[src/core/sbl_regs.svh]
// Register offsets, field positions, reset values and timing counts of the boot loader.
`ifndef SBL_REGS_SVH
`define SBL_REGS_SVH

`define SBL_ADDR_W 8
`define SBL_OFF_SECURITY 8'h00
`define SBL_OFF_PROG_ADDR 8'h04
`define SBL_OFF_PROG_DATA 8'h08
`define SBL_OFF_PROG_CTRL 8'h0C
`define SBL_OFF_STATUS 8'h10
`define SBL_OFF_ID_ADDR 8'h14
`define SBL_OFF_ID_DATA 8'h18
`define SBL_OFF_ID_CTRL 8'h1C

`define SBL_PORT_ID_ADDR 32'h0010_0200
`define SBL_PORT_ID_DATA 32'h0020_0100
`define SBL_PORT_ID_CTRL 32'h0010_0300

`define SBL_SEC_JTAG_OFF 0
`define SBL_SEC_LINK_OFF 1
`define SBL_SEC_SECURE_BOOT 5
`define SBL_SEC_REDUNDANT 7
`define SBL_SEC_LOCK0 8
`define SBL_SEC_MASTER_LOCK 12
`define SBL_SEC_JTAG_OTP_OFF 13
`define SBL_SEC_DEBUG_OFF 14
`define SBL_SEC_GP_LO 15
`define SBL_SEC_GP_HI 21
`define SBL_SEC_RESET 32'h0000_7F03

`define SBL_ST_DONE 0
`define SBL_ST_FAIL 1
`define SBL_ST_REFUSED 2
`define SBL_ST_SECURE 3
`define SBL_CTRL_GO 0

`define SBL_OTP_AW 11
`define SBL_OTP_ROWS_PER_SECTOR 512
`define SBL_OTP_SECTORS 4
`define SBL_SEC_ROW 11'h7FF
`define SBL_OTP_BOOT_ROW 11'h000

`define SBL_CRC_POLY 32'hEDB8_8320
`define SBL_CRC_INIT 32'hFFFF_FFFF
`define SBL_CRC_BYPASS 32'h0D15_AB1E

`define SBL_CLK_PERIOD_NS 10
`define SBL_BOOT_DELAY_MIN_NS 15000
`define SBL_BOOT_DELAY_CYC ((`SBL_BOOT_DELAY_MIN_NS + `SBL_CLK_PERIOD_NS - 1) / `SBL_CLK_PERIOD_NS)

`endif

[src/core/sbl_pkg.sv]
// Types shared by the boot loader and its surroundings.
package sbl_pkg;

    typedef enum logic [3:0] {
        SBL_RESET,
        SBL_WAIT,
        SBL_SEC_REQ,
        SBL_SEC_LATCH,
        SBL_LEN,
        SBL_PROG,
        SBL_CRC,
        SBL_CHECK,
        SBL_RUN,
        SBL_FAIL
    } sbl_state_e;

    typedef struct packed {
        logic we;
        logic [29:0] addr;
        logic [31:0] data;
    } sbl_ram_wr_s;

    typedef struct packed {
        logic en;
        logic [15:0] addr;
        logic [31:0] data;
        logic [15:0] ctrl;
    } sbl_otp_prog_s;

endpackage

[src/core/sbl_loader.sv]
// Boot image loader with security register and OTP programming ports.
`timescale 1ns/1ps
`default_nettype none
`include "sbl_regs.svh"

// Functional notes
// Reset pin low holds reset, pulls down GPIO.
// Boot starts 15-150 us after reset release.
// Board holds reset until IO rail stable 1 ms.
// Bit 5 boots from OTP row 0, else flash.
// Image is length, program words, then CRC.
// CRC field 0x0D15AB1E skips the check.
// Length and CRC assembled least significant byte first.
// Program loads at RAM address 0, starts there.
// CRC covers length word and program bytes only.
// Reflected poly 0xEDB88320, init all ones, inverted.
// Bit 0 disables JTAG.
// Bit 1 refuses link access to processor state.
// Bit 7 enables OTP redundant rows.
// Bits 8 to 11 lock OTP sectors 0 to 3.
// Bit 12 blocks all OTP programming.
// Bit 13 denies JTAG all OTP access.
// Bit 14 disables the debug sync pin.
// Bits 21 to 15 are software general purpose.
// Security register loaded from OTP at power-up.
// OTP is four sectors of 512 32-bit rows.
// Address, data and control programming ports with identifiers.
// Board holds tile-2 link-boot strap high at release.
// CRC mismatch reports failure and never starts program.
module sbl_loader #(
    parameter int RAM_AW = 15
) (
    input wire logic clk,
    input wire logic srst,
    input wire logic rst_n_pin,
    output logic gpio_pulldown_en,
    input wire logic [`SBL_ADDR_W-1:0] reg_addr,
    input wire logic [31:0] reg_wdata,
    input wire logic reg_wr,
    input wire logic reg_rd,
    output logic [31:0] reg_rdata,
    output logic otp_rd_en,
    output logic [`SBL_OTP_AW-1:0] otp_rd_addr,
    input wire logic [31:0] otp_rd_data,
    output sbl_pkg::sbl_otp_prog_s otp_prog,
    output logic flash_byte_req,
    input wire logic flash_byte_valid,
    input wire logic [7:0] flash_byte,
    output sbl_pkg::sbl_ram_wr_s ram_wr,
    output logic cpu_start,
    output logic [29:0] cpu_start_addr,
    output logic jtag_disable,
    output logic link_access_disable,
    output logic otp_redundant_en,
    output logic jtag_otp_disable,
    output logic debug_pin_disable
);
    import sbl_pkg::*;

    localparam logic [10:0] DELAY_CYC = 11'(`SBL_BOOT_DELAY_CYC);
    localparam logic [31:0] RAM_WORDS = 32'(64'(1) << RAM_AW);

    if (RAM_AW < 2 || RAM_AW > 30) begin : g_bad_aw
        $error("RAM_AW must lie between 2 and 30");
    end
    if (`SBL_OTP_ROWS_PER_SECTOR * `SBL_OTP_SECTORS != (1 << `SBL_OTP_AW)) begin : g_bad_otp
        $error("OTP geometry does not match its address width");
    end

    // Reset pin comes from outside the clock domain.
    // Both stages reset low, which holds the loader in reset.
    logic rst_meta;
    logic rst_sync;
    always_ff @(posedge clk) begin
        if (srst) begin
            rst_meta <= 1'b0;
            rst_sync <= 1'b0;
        end else begin
            rst_meta <= rst_n_pin;
            rst_sync <= rst_meta;
        end
    end

    sbl_state_e state;
    logic [10:0] delay_cnt;
    logic [1:0] bcnt;
    logic [31:0] asm_word;
    logic [31:0] prog_len;
    logic [31:0] wcount;
    logic [31:0] crc;
    logic [31:0] sec;
    logic byte_vld;
    logic [7:0] byte_val;
    logic fetch_busy;
    logic otp_wait;
    logic [1:0] otp_bidx;
    logic [31:0] otp_word;
    logic [`SBL_OTP_AW-1:0] otp_ptr;
    logic [31:0] full_word;
    logic want_byte;
    logic byte_phase;
    logic secure_src;
    logic boot_done;
    logic boot_fail;
    logic prog_refused;
    logic [15:0] prog_addr;
    logic [31:0] prog_data;
    logic [15:0] prog_ctrl;
    logic prog_go;
    logic prog_blocked;
    logic refuse_evt;
    logic [1:0] prog_sector;

    function automatic logic [31:0] crc_byte(input logic [31:0] c, input logic [7:0] b);
        logic [31:0] x;
        x = c ^ {24'h00_0000, b};
        for (int i = 0; i < 8; i++) begin
            x = x[0] ? ((x >> 1) ^ `SBL_CRC_POLY) : (x >> 1);
        end
        return x;
    endfunction

    assign secure_src = sec[`SBL_SEC_SECURE_BOOT];
    assign full_word = {byte_val, asm_word[31:8]};
    assign byte_phase = (state == SBL_LEN) || (state == SBL_PROG) || (state == SBL_CRC);
    assign want_byte = byte_phase && !fetch_busy && !byte_vld;

    // Boot sequencer.
    always_ff @(posedge clk) begin
        if (srst || !rst_sync) begin
            state <= SBL_RESET;
            delay_cnt <= 11'h000;
            bcnt <= 2'b00;
            asm_word <= 32'h0000_0000;
            prog_len <= 32'h0000_0000;
            wcount <= 32'h0000_0000;
            crc <= `SBL_CRC_INIT;
        end else begin
            unique case (state)
                SBL_RESET: begin
                    state <= SBL_WAIT;
                end
                SBL_WAIT: begin
                    delay_cnt <= delay_cnt + 11'h001;
                    if (delay_cnt == DELAY_CYC - 11'h001) begin
                        state <= SBL_SEC_REQ;
                    end
                end
                SBL_SEC_REQ: begin
                    state <= SBL_SEC_LATCH;
                end
                SBL_SEC_LATCH: begin
                    state <= SBL_LEN;
                end
                SBL_LEN, SBL_PROG, SBL_CRC: begin
                    if (byte_vld) begin
                        asm_word <= full_word;
                        bcnt <= bcnt + 2'b01;
                        if (state != SBL_CRC) begin
                            crc <= crc_byte(crc, byte_val);
                        end
                        if (bcnt == 2'b11) begin
                            if (state == SBL_LEN) begin
                                prog_len <= full_word;
                                if (full_word == 32'h0000_0000) begin
                                    state <= SBL_CRC;
                                end else if (full_word > RAM_WORDS) begin
                                    state <= SBL_FAIL;
                                end else begin
                                    state <= SBL_PROG;
                                end
                            end else if (state == SBL_PROG) begin
                                wcount <= wcount + 32'h0000_0001;
                                if (wcount == prog_len - 32'h0000_0001) begin
                                    state <= SBL_CRC;
                                end
                            end else begin
                                state <= SBL_CHECK;
                            end
                        end
                    end
                end
                SBL_CHECK: begin
                    if (asm_word == `SBL_CRC_BYPASS
                        || asm_word == ~crc) begin
                        state <= SBL_RUN;
                    end else begin
                        state <= SBL_FAIL;
                    end
                end
                SBL_RUN: begin
                    state <= SBL_RUN;
                end
                SBL_FAIL: begin
                    state <= SBL_FAIL;
                end
                default: begin
                    state <= SBL_FAIL;
                end
            endcase
        end
    end

    // Byte source: OTP words split LSB first, or the flash byte stream.
    // The OTP answers in the cycle of its read enable.
    always_ff @(posedge clk) begin
        if (srst || !rst_sync) begin
            otp_rd_en <= 1'b0;
            otp_rd_addr <= '0;
            flash_byte_req <= 1'b0;
            byte_vld <= 1'b0;
            byte_val <= 8'h00;
            fetch_busy <= 1'b0;
            otp_wait <= 1'b0;
            otp_bidx <= 2'b00;
            otp_word <= 32'h0000_0000;
            otp_ptr <= `SBL_OTP_BOOT_ROW;
        end else begin
            otp_rd_en <= 1'b0;
            flash_byte_req <= 1'b0;
            byte_vld <= 1'b0;
            if (state == SBL_SEC_REQ) begin
                otp_rd_en <= 1'b1;
                otp_rd_addr <= `SBL_SEC_ROW;
            end else if (want_byte) begin
                if (secure_src) begin
                    if (otp_bidx == 2'b00) begin
                        otp_rd_en <= 1'b1;
                        otp_rd_addr <= otp_ptr;
                        otp_ptr <= otp_ptr + 11'h001;
                        fetch_busy <= 1'b1;
                        otp_wait <= 1'b1;
                    end else begin
                        byte_val <= otp_word[8*otp_bidx +: 8];
                        byte_vld <= 1'b1;
                        otp_bidx <= otp_bidx + 2'b01;
                    end
                end else begin
                    flash_byte_req <= 1'b1;
                    fetch_busy <= 1'b1;
                end
            end else if (otp_wait) begin
                otp_wait <= 1'b0;
                fetch_busy <= 1'b0;
                otp_word <= otp_rd_data;
                byte_val <= otp_rd_data[7:0];
                byte_vld <= 1'b1;
                otp_bidx <= 2'b01;
            end else if (fetch_busy && flash_byte_valid) begin
                fetch_busy <= 1'b0;
                byte_val <= flash_byte;
                byte_vld <= 1'b1;
            end
        end
    end

    // RAM loading and program start.
    always_ff @(posedge clk) begin
        if (srst || !rst_sync) begin
            ram_wr <= '0;
            cpu_start <= 1'b0;
            cpu_start_addr <= 30'h0000_0000;
            gpio_pulldown_en <= 1'b1;
        end else begin
            gpio_pulldown_en <= 1'b0;
            ram_wr.we <= 1'b0;
            cpu_start <= 1'b0;
            if (state == SBL_PROG && byte_vld && bcnt == 2'b11) begin
                ram_wr.we <= 1'b1;
                ram_wr.addr <= wcount[29:0];
                ram_wr.data <= full_word;
            end
            if (state == SBL_CHECK) begin
                cpu_start <= (asm_word == `SBL_CRC_BYPASS)
                    || (asm_word == ~crc);
                cpu_start_addr <= 30'h0000_0000;
            end
        end
    end

    // Security register: loaded from OTP, software owns only the general-purpose field.
    always_ff @(posedge clk) begin
        if (srst || !rst_sync) begin
            sec <= `SBL_SEC_RESET;
        end else if (state == SBL_SEC_LATCH) begin
            sec <= otp_rd_data;
        end else if (reg_wr && reg_addr == `SBL_OFF_SECURITY) begin
            sec[`SBL_SEC_GP_HI:`SBL_SEC_GP_LO] <=
                reg_wdata[`SBL_SEC_GP_HI:`SBL_SEC_GP_LO];
        end
    end

    assign jtag_disable = sec[`SBL_SEC_JTAG_OFF];
    assign link_access_disable = sec[`SBL_SEC_LINK_OFF];
    assign otp_redundant_en = sec[`SBL_SEC_REDUNDANT];
    assign jtag_otp_disable = sec[`SBL_SEC_JTAG_OTP_OFF];
    assign debug_pin_disable = sec[`SBL_SEC_DEBUG_OFF];

    // OTP programming ports.
    assign prog_sector = prog_addr[`SBL_OTP_AW-1:`SBL_OTP_AW-2];
    assign prog_go = reg_wr && reg_addr == `SBL_OFF_PROG_CTRL && reg_wdata[`SBL_CTRL_GO];
    assign prog_blocked = sec[`SBL_SEC_MASTER_LOCK] || sec[`SBL_SEC_LOCK0 + prog_sector]
        || (prog_addr[15:`SBL_OTP_AW] != '0);
    assign refuse_evt = prog_go && prog_blocked;

    always_ff @(posedge clk) begin
        if (srst) begin
            prog_addr <= 16'h0000;
            prog_data <= 32'h0000_0000;
            prog_ctrl <= 16'h0000;
            otp_prog <= '0;
        end else begin
            otp_prog.en <= 1'b0;
            if (reg_wr && reg_addr == `SBL_OFF_PROG_ADDR) begin
                prog_addr <= reg_wdata[15:0];
            end
            if (reg_wr && reg_addr == `SBL_OFF_PROG_DATA) begin
                prog_data <= reg_wdata;
            end
            if (reg_wr && reg_addr == `SBL_OFF_PROG_CTRL) begin
                prog_ctrl <= reg_wdata[15:0];
            end
            if (prog_go && !prog_blocked) begin
                otp_prog.en <= 1'b1;
                otp_prog.addr <= prog_addr;
                otp_prog.data <= prog_data;
                otp_prog.ctrl <= reg_wdata[15:0];
            end
        end
    end

    // Status flags; a refusal in the cycle of its clear stays set.
    always_ff @(posedge clk) begin
        if (srst) begin
            boot_done <= 1'b0;
            boot_fail <= 1'b0;
            prog_refused <= 1'b0;
        end else begin
            boot_done <= (state == SBL_RUN);
            boot_fail <= (state == SBL_FAIL);
            if (refuse_evt) begin
                prog_refused <= 1'b1;
            end else if (reg_wr && reg_addr == `SBL_OFF_STATUS
                && reg_wdata[`SBL_ST_REFUSED]) begin
                prog_refused <= 1'b0;
            end
        end
    end

    // Register read port, data one cycle after the strobe.
    always_ff @(posedge clk) begin
        if (srst) begin
            reg_rdata <= 32'h0000_0000;
        end else if (reg_rd) begin
            unique case (reg_addr)
                `SBL_OFF_SECURITY: reg_rdata <= sec;
                `SBL_OFF_PROG_ADDR: reg_rdata <= {16'h0000, prog_addr};
                `SBL_OFF_PROG_DATA: reg_rdata <= prog_data;
                `SBL_OFF_PROG_CTRL: reg_rdata <= {16'h0000, prog_ctrl};
                `SBL_OFF_STATUS: reg_rdata <= {28'h000_0000, secure_src, prog_refused,
                                               boot_fail, boot_done};
                `SBL_OFF_ID_ADDR: reg_rdata <= `SBL_PORT_ID_ADDR;
                `SBL_OFF_ID_DATA: reg_rdata <= `SBL_PORT_ID_DATA;
                `SBL_OFF_ID_CTRL: reg_rdata <= `SBL_PORT_ID_CTRL;
                default: reg_rdata <= 32'h0000_0000;
            endcase
        end else begin
            reg_rdata <= 32'h0000_0000;
        end
    end

endmodule
`default_nettype wire

[config.mk]
export PLATFORM = sky130hd
export DESIGN_NAME = sbl_loader
export DESIGN_NICKNAME = d
export VERILOG_FILES = /design/src/core/sbl_pkg.sv /design/src/core/sbl_loader.sv
export VERILOG_INCLUDE_DIRS = /design/src /design/src/core
export SDC_FILE = /design/constraint.sdc
export NUM_CORES = 1
export LEC_CHECK = 0
export ABC_AREA = 1
export BUFFER_PORTS_ARGS = -buffer_cell sky130_fd_sc_hd__buf_4
export CAP_MARGIN = 30
export CORE_MARGIN = 2
export CORE_UTILIZATION = 40
export CTS_BUF_LIST = sky130_fd_sc_hd__clkbuf_2 sky130_fd_sc_hd__clkbuf_4 sky130_fd_sc_hd__clkbuf_8
export DETAILED_ROUTE_END_ITERATION = 8
export GPL_TIMING_DRIVEN = 0
export PLACE_DENSITY = 0.65
export SKIP_CTS_REPAIR_TIMING = 1
export SLEW_MARGIN = 15
export SYNTH_ARGS = -nofsm -noshare
export SYNTH_HDL_FRONTEND = slang
export SYNTH_SLANG_ARGS = --single-unit
export TNS_END_PERCENT = 5
[constraint.sdc]
create_clock -name clk -period 2.94 [get_ports clk]
set_clock_uncertainty 0.05 [all_clocks]
set_input_delay 0.588 -clock clk [delete_from_list [all_inputs] [get_ports clk]]
set_output_delay 0.588 -clock clk [all_outputs]
set_load 0.05 [all_outputs]
* After elaboration in Yosys (flattened, before gate mapping)
Cells that the tools add are included.
Storage, ports and cells: register bits 477, input port bits 86, output and inout port bits 210, word-level logic and storage cells 203
Operators by class: $add $sub $neg 7, order comparisons 2, eq/ne operators 30, shifts and indexed selects 1, muxes and demuxes 58, bitwise operators 15, reduce and logical (&&, ||, !) cells 53
Operators with widths (number):
- 2-to-1 mux 32 bit | 8
- one-hot mux 32 bit (8 select lines) | 1
- inverter 13 -> 14 bit | 8
- 2-to-1 mux 65 bit | 1
- == test 32 bit | 2
- 2-to-1 mux 63 bit | 1
- 2-to-1 mux 11 bit | 4
- 2-to-1 mux 8 bit | 5
- adder 32 x 1 -> 32 bit, second input constant | 1
- == test 32 x 28 -> 1 bit, second input constant | 1
- == test 8 x 5 -> 1 bit, second input constant | 4
- > comparator 32 x 16 -> 1 bit, second input constant | 1
- logical NOT 32 bit | 1
- 2-to-1 mux 4 bit | 8
- inverter 32 bit | 1
- variable part select 32 x 6 -> 8 bit | 1
- subtractor 32 x 1 -> 32 bit, second input constant | 1
- bitwise XOR 32 x 8 -> 32 bit | 1
- one-hot mux 4 bit (7 select lines) | 1
- adder 11 x 1 -> 11 bit, second input constant | 2
- 2-to-1 mux 1 bit | 22
- AND reduction 4 bit | 5
- == test 4 x 3 -> 1 bit, second input constant | 4
- == test 8 x 4 -> 1 bit, second input constant | 2
- other kinds (32) | 80

* Logic depth before layout (Yosys ltp)
Gate-level depths: netlist (run 1).
depth after elaboration 17, gate-level depth with buffers 21, gate-level depth less buffers 21

* Worst setup path after synthesis (run 1)
Ideal clock, no wire load.
path kind input -> register, start point input reg_addr[1], end point register otp_prog[11] (netlist name), setup time 0.116 ns, data arrival time 2.055 ns, required time 2.774 ns, setup slack 0.719 ns, cell stages on the path 11, buffers on the path 1, path through nor2_1 nand2_1 nor3_4 inv_2 nor2_4 nand2_2 nor2_4 inv_2 buf_1 nor2_1 nor2_1
Between the ends: cells in the longest elaborated chain, start to end 4
RTL lines:
- start: declaration | RTL line sbl_loader.sv:37 | input wire logic [`SBL_ADDR_W-1:0] reg_addr,
- == test 8 x 4 -> 1 bit
- logical AND 1 bit (no source line)
- logical AND 1 bit | RTL line sbl_loader.sv:301 | assign prog_go = reg_wr && reg_addr == `SBL_OFF_PROG_CTRL && reg_wdata[`SBL_CTRL_GO];
- logical AND 1 bit | RTL line sbl_loader.sv:323 | if (prog_go && !prog_blocked) begin
- end: declaration | RTL line sbl_loader.sv:45 | output sbl_pkg::sbl_otp_prog_s otp_prog,
Every way passes these cells. A chain may end at the register's enable or synchronous reset.

* Worst setup path after layout (run 1)
start point input srst, end point register cpu_start
Between the ends: cells in the longest elaborated chain, start to end 2
RTL lines:
- start: declaration | RTL line sbl_loader.sv:34 | input wire logic srst,
- logical OR 1 bit | RTL line sbl_loader.sv:259 | if (srst || !rst_sync) begin
- OR reduction 2 bit (no source line)
- end signal: assignment | RTL line sbl_loader.sv:274 | cpu_start <= (asm_word == `SBL_CRC_BYPASS)
- end: declaration | RTL line sbl_loader.sv:50 | output logic cpu_start,
Every way passes these cells.

==> flow_summary.json, run 1 <==
{
  "outcome": "finished, final reports clean",
  "tritoncts": "done",
  "floorplan.io_pins": 296,
  "ys_warn_count": 0,
  "setup-violations-final": 0,
  "area_delta_synth_final_pct": 22.8,
  "path_cells": "buf_4 -> inv_1 -> nand2_1 -> clkinv_1 -> clkbuf_1 -> clkbuf_1 -> nand2_1 -> a21oi_1",
  "cts_inserted_buffers": 81,
  "core_region_area_sq_um": 51100,
  "power.static_leakage_nw": 10.4,
  "synth_top_area_frac": 0.463,
  "drc_errors": 0,
  "design.die.area_sq_um": 53400,
  "p_per_cell_area_nw_per_um2": 524,
  "numPortBuffers": 265,
  "grt_first_pass_wirelength_um": 114000,
  "ctsHtreeMaxLevel": 3,
  "maxCapViolCount": 0,
  "finalNetCount": 3230,
  "grt-busiest-layer": "met2",
  "sequential_to_total_area_share_from_yosys_stat": 0.463,
  "groute.layer.met3.usage": 0.0646,
  "totalNegativeSetupSlack_ns": 0,
  "tritoncts_num_sinks": 477,
  "setup.worst_path.start_class": "input pin",
  "worst_setup_slack_after_layout_ns": 0.107,
  "slew_viol_final": 0,
  "vias": 20600,
  "place_hpwl_um": 58700,
  "ys_dominant_reg_cell": "sky130_fd_sc_hd__dfxtp_1",
  "clock_tree_root_driver_cell": "sky130_fd_sc_hd__clkbuf_8",
  "critical_path.max_stage_delay_ns": 0.63,
  "timing.hold.worst_endpoint": "boot_done$_SDFF_PP0_",
  "timing.max_slew.rel_slack": 0.357,
  "synth_top_area_cell": "sky130_fd_sc_hd__dfxtp_1",
  "critPathMaxFanout": 10,
  "first_global_vias": 19500,
  "synth_area_leaders": "sky130_fd_sc_hd__dfxtp_1 46%, sky130_fd_sc_hd__o21ai_0 8.7%, sky130_fd_sc_hd__a21oi_1 8.5%, sky130_fd_sc_hd__nand2_1 7.2%, sky130_fd_sc_hd__nor2_1 5.4%",
  "critical_path.reg2reg.endpoint": "cpu_start$_SDFF_PP0_",
  "routabilityCongestion": 0.979,
  "synth.avg_cell_area_sq_um": 7.47,
  "synthMostInstantiatedCell": "sky130_fd_sc_hd__dfxtp_1",
  "holdCritPathClass": "in -> reg",
  "arrival_ns": 3.32,
  "worstSkewPairLatency_ns": 0.68,
  "core.rowCount": 83,
  "end_kind": "flip-flop",
  "worst_r2r_path_depth": 6,
  "initial_core_util": 0.403,
  "worstHoldStart": "srst",
  "final_layout_size_suffix_gt1_frac": 0.156,
  "reg2reg_from": "rst_sync$_SDFF_PP0_",
  "ys_types": 51,
  "clk_pin_slew_ns": 0.06,
  "post_synth_most_frequent_cells": "477 x sky130_fd_sc_hd__dfxtp_1, 396 x sky130_fd_sc_hd__nand2_1, 358 x sky130_fd_sc_hd__o21ai_0, 352 x sky130_fd_sc_hd__a21oi_1, 294 x sky130_fd_sc_hd__nor2_1",
  "drtPass1Iterations": 8,
  "grt_usage": 0.278,
  "timing.critical_path.max_delay_family": "buffers and inverters",
  "use_met1": 0.350,
  "grt_use_met2": 0.458,
  "drt-vias-per-instance": 5.30,
  "worst_hold_path.num_cells": 2,
  "final-hold-violation-count": 0,
  "timing.fmax_mhz": 353,
  "max-vdd-ir-drop_v": 0.000339,
  "period_minus_slack_ns": 2.83,
  "grt_setup_unrepaired": "false",
  "synth-edff-count": 0,
  "y_dimension_of_the_die_um": 231,
  "detail-route-antenna-nets": 0,
  "post_drt_wl_per_cell_um": 19.6,
  "floorplan.die.width_um": 231,
  "netlist_instances": 2759,
  "cp_num_cells": 8,
  "synth-async-reset-ratio": 0,
  "timing.final.crit_share": 0.964,
  "antenna_found_initial": 4,
  "slowest_stage": "sky130_fd_sc_hd__clkbuf_1",
  "tightestPinTransition_ns": 0.964,
  "clock_tree.buffer_depth": 3,
  "critical_path_class": "in -> reg",
  "overflow": 0,
  "synth.cell_area_sq_um": 20600,
  "placement.setup.worst_slack_ns": -0.525,
  "grt_start_max_net_pins": 13,
  "initialDrtViolationCount": 1621,
  "regToRegSetupSlack_ns": 0.19,
  "worstPathBufferInverterCount": 5,
  "worst_ep_required_time_ns": 3.43,
  "synth_seq_cells": 477,
  "drt_wl_total_um": 76000
}
## stage by stage
step / utilization / std cells / cell area (sq um) / power (mW) / hold WS, ns
after detailed placement: 0.462 / 3735 / 23600 / 7.04 / 0.349
after floorplan: - / 2788 / 20700 / 6.83 / 0.338
after CTS: 0.495 / 3876 / 25300 / 13.3 / 0.0230
after global placement: 0.461 / 3733 / 23600 / 7.03 / 0.346
after global routing: 0.495 / 3876 / 25300 / 13.7 / 0.0460
final: 0.495 / 3878 / 25300 / 13.3 / 0.0732
## layout make-up
cell class	count	area [sq um]
clock inverters	14	155
clock buffers	127	1550
flip-flops and latches	477	9550
multi-input cells	1861	9340
repair buffers	267	2020
diodes	2	5.00
plain buffers	173	802
well taps	680	851
fillers	5184	25800
inverters	277	1040
## layer usage
metal / part of all wire / vias to the layer above
met5: 0.00025 / -
met4: 0.036 / 4
met3: 0.076 / 162
met2: 0.46 / 800
met1: 0.43 / 9709
li1: - / 9889
## sequential cells by signal, summed over array words and instances, names as in the netlist, 32 cells and up
| signal | flops |
|---|---|
| asm_word | 32 |
| crc | 32 |
| otp_prog | 65 |
| otp_word | 32 |
| prog_data | 32 |
| prog_len | 32 |
| ram_wr | 63 |
| reg_rdata | 32 |
| sec | 32 |
| wcount | 32 |
## cell usage in the layout, fill, tap and decap left out, types with 7 or more instances in the layout
master and n:
sky130_fd_sc_hd__dfxtp_1 477, sky130_fd_sc_hd__nand2_1 396, sky130_fd_sc_hd__o21ai_0 358, sky130_fd_sc_hd__a21oi_1 352, sky130_fd_sc_hd__buf_4 298, sky130_fd_sc_hd__nor2_1 294
sky130_fd_sc_hd__inv_1 268, sky130_fd_sc_hd__clkbuf_1 112, sky130_fd_sc_hd__nand3_1 101, sky130_fd_sc_hd__clkbuf_8 96, sky130_fd_sc_hd__xor2_1 83, sky130_fd_sc_hd__clkbuf_4 31
sky130_fd_sc_hd__nand4_1 30, sky130_fd_sc_hd__conb_1 30, sky130_fd_sc_hd__nor3_1 28, sky130_fd_sc_hd__xnor2_1 21, sky130_fd_sc_hd__a31oi_1 21, sky130_fd_sc_hd__buf_2 16
sky130_fd_sc_hd__a221oi_1 16, sky130_fd_sc_hd__nor4_1 14, sky130_fd_sc_hd__a211oi_1 14, sky130_fd_sc_hd__o211ai_1 11, sky130_fd_sc_hd__o22ai_1 11, sky130_fd_sc_hd__buf_1 10
sky130_fd_sc_hd__a22oi_1 9, sky130_fd_sc_hd__nand2_2 7
## power by group
group | switching, mW | total [mW] | internal, mW
Combinational | 0.291 | 0.431 | 0.140
Sequential | 0.00265 | 6.47 | 6.47
Clock | 2.80 | 6.35 | 3.55
Total | 3.10 | 13.3 | 10.2
## cells by family (layout without fill, tap and decap cells)
group,Yosys count,after routing,share of synthesized area
AOI/OAI and AO/OA,812,812,0.209
and+or+nand+nor,905,905,0.187
DFF,477,477,0.463
xor gates and xnor gates,108,108,0.0479
adders and majority gates,6,6,0.00364
other,1,32,0.000182
buffers and inverters,450,858,0.0893
## worst max-delay path by stage
stage,from,to,slack (ns)
2_1_floorplan,reg_addr[1],otp_prog[11]$_SDFFE_PP0P_,0.72
6_report,srst,cpu_start$_SDFF_PP0_,0.11
3_5_place_dp,srst,cpu_start$_SDFF_PP0_,-0.52
4_1_cts,state[1]$_SDFFE_PP0P_,ram_wr[30]$_SDFFE_PP0P_,0.11
5_1_grt,srst,cpu_start$_SDFF_PP0_,0.05
3_3_place_gp,srst,cpu_start$_SDFF_PP0_,-0.46
Power figures use the tool's default switching activity.
==> run 2, diff against run 1 <==
--- a/config.mk
+++ b/config.mk
@@ -9,7 +9,6 @@
 export ABC_AREA = 1
 export BUFFER_PORTS_ARGS = -buffer_cell sky130_fd_sc_hd__buf_4
 export CAP_MARGIN = 30
-export CORE_MARGIN = 2
 export CORE_UTILIZATION = 40
 export CTS_BUF_LIST = sky130_fd_sc_hd__clkbuf_2 sky130_fd_sc_hd__clkbuf_4 sky130_fd_sc_hd__clkbuf_8
 export DETAILED_ROUTE_END_ITERATION = 8
==> run 2 against run 1 <==
Against the previous run:
- highest routed layer is now met4
- die area fell by 1.7%
- global-route usage increased by 0.17 points
- fmax decreased by 0.27%
==> flow_summary.json, run 2 (synthesis gave the netlist of run 1 again) <==
{
  "timing.final.crit_share": 0.966,
  "final-hold-violation-count": 0,
  "end_kind": "flip-flop",
  "setup.worst_path.start_class": "flip-flop",
  "cp_num_cells": 6,
  "power.static_leakage_nw": 10.4,
  "critical_path.reg2reg.endpoint": "cpu_start$_SDFF_PP0_",
  "drt-vias-per-instance": 5.32,
  "maxCapViolCount": 0,
  "slew_viol_final": 0,
  "floorplan.die.width_um": 229,
  "grt_usage": 0.280,
  "timing.fmax_mhz": 352,
  "layout.core_utilization": 0.501,
  "core.rowCount": 82,
  "tightestPinTransition_ns": 0.958,
  "number_of_flip_flops_in_the_largest_register": 65,
  "final_layout_size_suffix_gt1_frac": 0.157,
  "holdCritPathClass": "in -> reg",
  "place_hpwl_um": 58200,
  "design.die.area_sq_um": 52400,
  "critical_path_class": "reg -> reg",
  "clock_tree.buffer_depth": 3,
  "drc_errors": 0,
  "setup-violations-final": 0,
  "y_dimension_of_the_die_um": 229,
  "numPortBuffers": 265,
  "leading_cell_type_in_the_layout_fill_and_taps_excluded": "sky130_fd_sc_hd__dfxtp_1",
  "slowest_stage": "sky130_fd_sc_hd__clkbuf_1",
  "worstPathBufferInverterCount": 3,
  "final_design_area_no_fill_sq_um": 25300,
  "antenna_cells": 0,
  "grt_first_pass_wirelength_um": 114000,
  "finalPower_mw": 13.3,
  "p_per_cell_area_nw_per_um2": 525,
  "ctsHtreeMaxLevel": 3,
  "vias": 20600,
  "layout_common_cells": "477 x sky130_fd_sc_hd__dfxtp_1, 396 x sky130_fd_sc_hd__nand2_1, 358 x sky130_fd_sc_hd__o21ai_0, 352 x sky130_fd_sc_hd__a21oi_1, 298 x sky130_fd_sc_hd__buf_4",
  "first_global_vias": 19900,
  "clk_pin_slew_ns": 0.06,
  "tritoncts_num_sinks": 477,
  "post_drt_wl_per_cell_um": 19.3,
  "timing.max_slew.rel_slack": 0.361,
  "initialDrtViolationCount": 1551,
  "finalHoldWorstSlack_ns": 0.0791,
  "path_cells": "nand2_1 -> clkinv_1 -> clkbuf_1 -> clkbuf_1 -> nand2_1 -> a21oi_1",
  "critPathMaxFanout": 10,
  "regToRegSetupSlack_ns": 0.1,
  "worstSkewPairLatency_ns": 0.68,
  "finalNetCount": 3229,
  "reg.largest.list": "otp_prog: 65 flops, ram_wr: 63 flops",
  "arrival_ns": 3.31,
  "overflow": 0,
  "timing.critical_path.max_delay_family": "buffers and inverters",
  "most_flops_register": "otp_prog",
  "worstSetupStartpoint": "rst_sync$_SDFF_PP0_",
  "area_delta_synth_final_pct": 22.7,
  "tritoncts": "done",
  "worst_ep_required_time_ns": 3.41,
  "drtPass1Iterations": 6,
  "floorplan.io_pins": 296,
  "routabilityCongestion": 1.01,
  "outcome": "finished, final reports clean",
  "clock_tree_root_driver_cell": "sky130_fd_sc_hd__clkbuf_8",
  "antenna_found_initial": 0,
  "n_fill_cell": 5056,
  "period_minus_slack_ns": 2.84,
  "worst_r2r_path_depth": 6,
  "grt_start_max_net_pins": 12,
  "core_region_area_sq_um": 50500,
  "timing.critical_path.to": "cpu_start$_SDFF_PP0_",
  "reg2reg_from": "rst_sync$_SDFF_PP0_",
  "initial_core_util": 0.408,
  "grt_setup_unrepaired": "false",
  "detailed_place.area_sq_um": 23600,
  "critical_path.max_stage_delay_ns": 0.67,
  "drt_wl_total_um": 74900,
  "cts_inserted_buffers": 82,
  "max-vdd-ir-drop_v": 0.000328,
  "detail-route-antenna-nets": 0
}
[run 2: cell type report]
class | count | area (sq um) | area share
flip-flops and latches | 477 | 9550 | 0.377
multi-input cells | 1861 | 9330 | 0.369
repair buffers | 265 | 1990 | 0.0786
clock buffers | 128 | 1610 | 0.0635
inverters | 277 | 1040 | 0.0411
well taps | 672 | 841 | 0.0332
plain buffers | 173 | 802 | 0.0317
clock inverters | 19 | 140 | 0.00554
[run 2: worst min-delay path: stages]
cell and delay [ns]:
sky130_fd_sc_hd__buf_4 0.08, sky130_fd_sc_hd__nand2_1 0.04, sky130_fd_sc_hd__nand3_1 0.06
[run 2: layer usage]
metal  routed length (um)  share of wire  vias up  GRT usage
li1                     -              -     9868          -
met1                31900           0.43     9777      0.354
met2                34900           0.47      811      0.462
met3                 5370          0.072      141     0.0559
met4                 2700          0.036        0      0.118
met5                    0              0        -          0
[run 2: metrics by stage]
stage                     setup slack (ns)  TNS (ns)  instances
after floorplan                      0.719         0       2788
after global placement              -0.490    -14.03       3725
after detailed placement            -0.491    -17.50       3725
after CTS                           0.0998         0       3872
after global routing                0.0249         0       3872
final                               0.0995         0       3872
[run 2: power by group]
group          internal, mW  leakage [nW]  switching (mW)
registers              6.47          3.84         0.00294
logic                 0.138          5.60           0.288
clock network          3.57         0.928            2.82
[run 2: how the worst min path moves through the flow]
stage                             start                   end  slack [ns]  cells past startpoint
finish                  otp_rd_data[11]  sec[11]$_SDFFE_PP1P_        0.08                      3
global route            otp_rd_data[11]  sec[11]$_SDFFE_PP1P_        0.08                      3
CTS                     otp_rd_data[11]  sec[11]$_SDFFE_PP1P_        0.05                      3
detailed placement  rst_meta$_SDFF_PP0_   rst_sync$_SDFF_PP0_        0.35                      2
global placement    rst_meta$_SDFF_PP0_   rst_sync$_SDFF_PP0_        0.36                      2
floorplan           rst_meta$_SDFF_PP0_   rst_sync$_SDFF_PP0_        0.34                      2
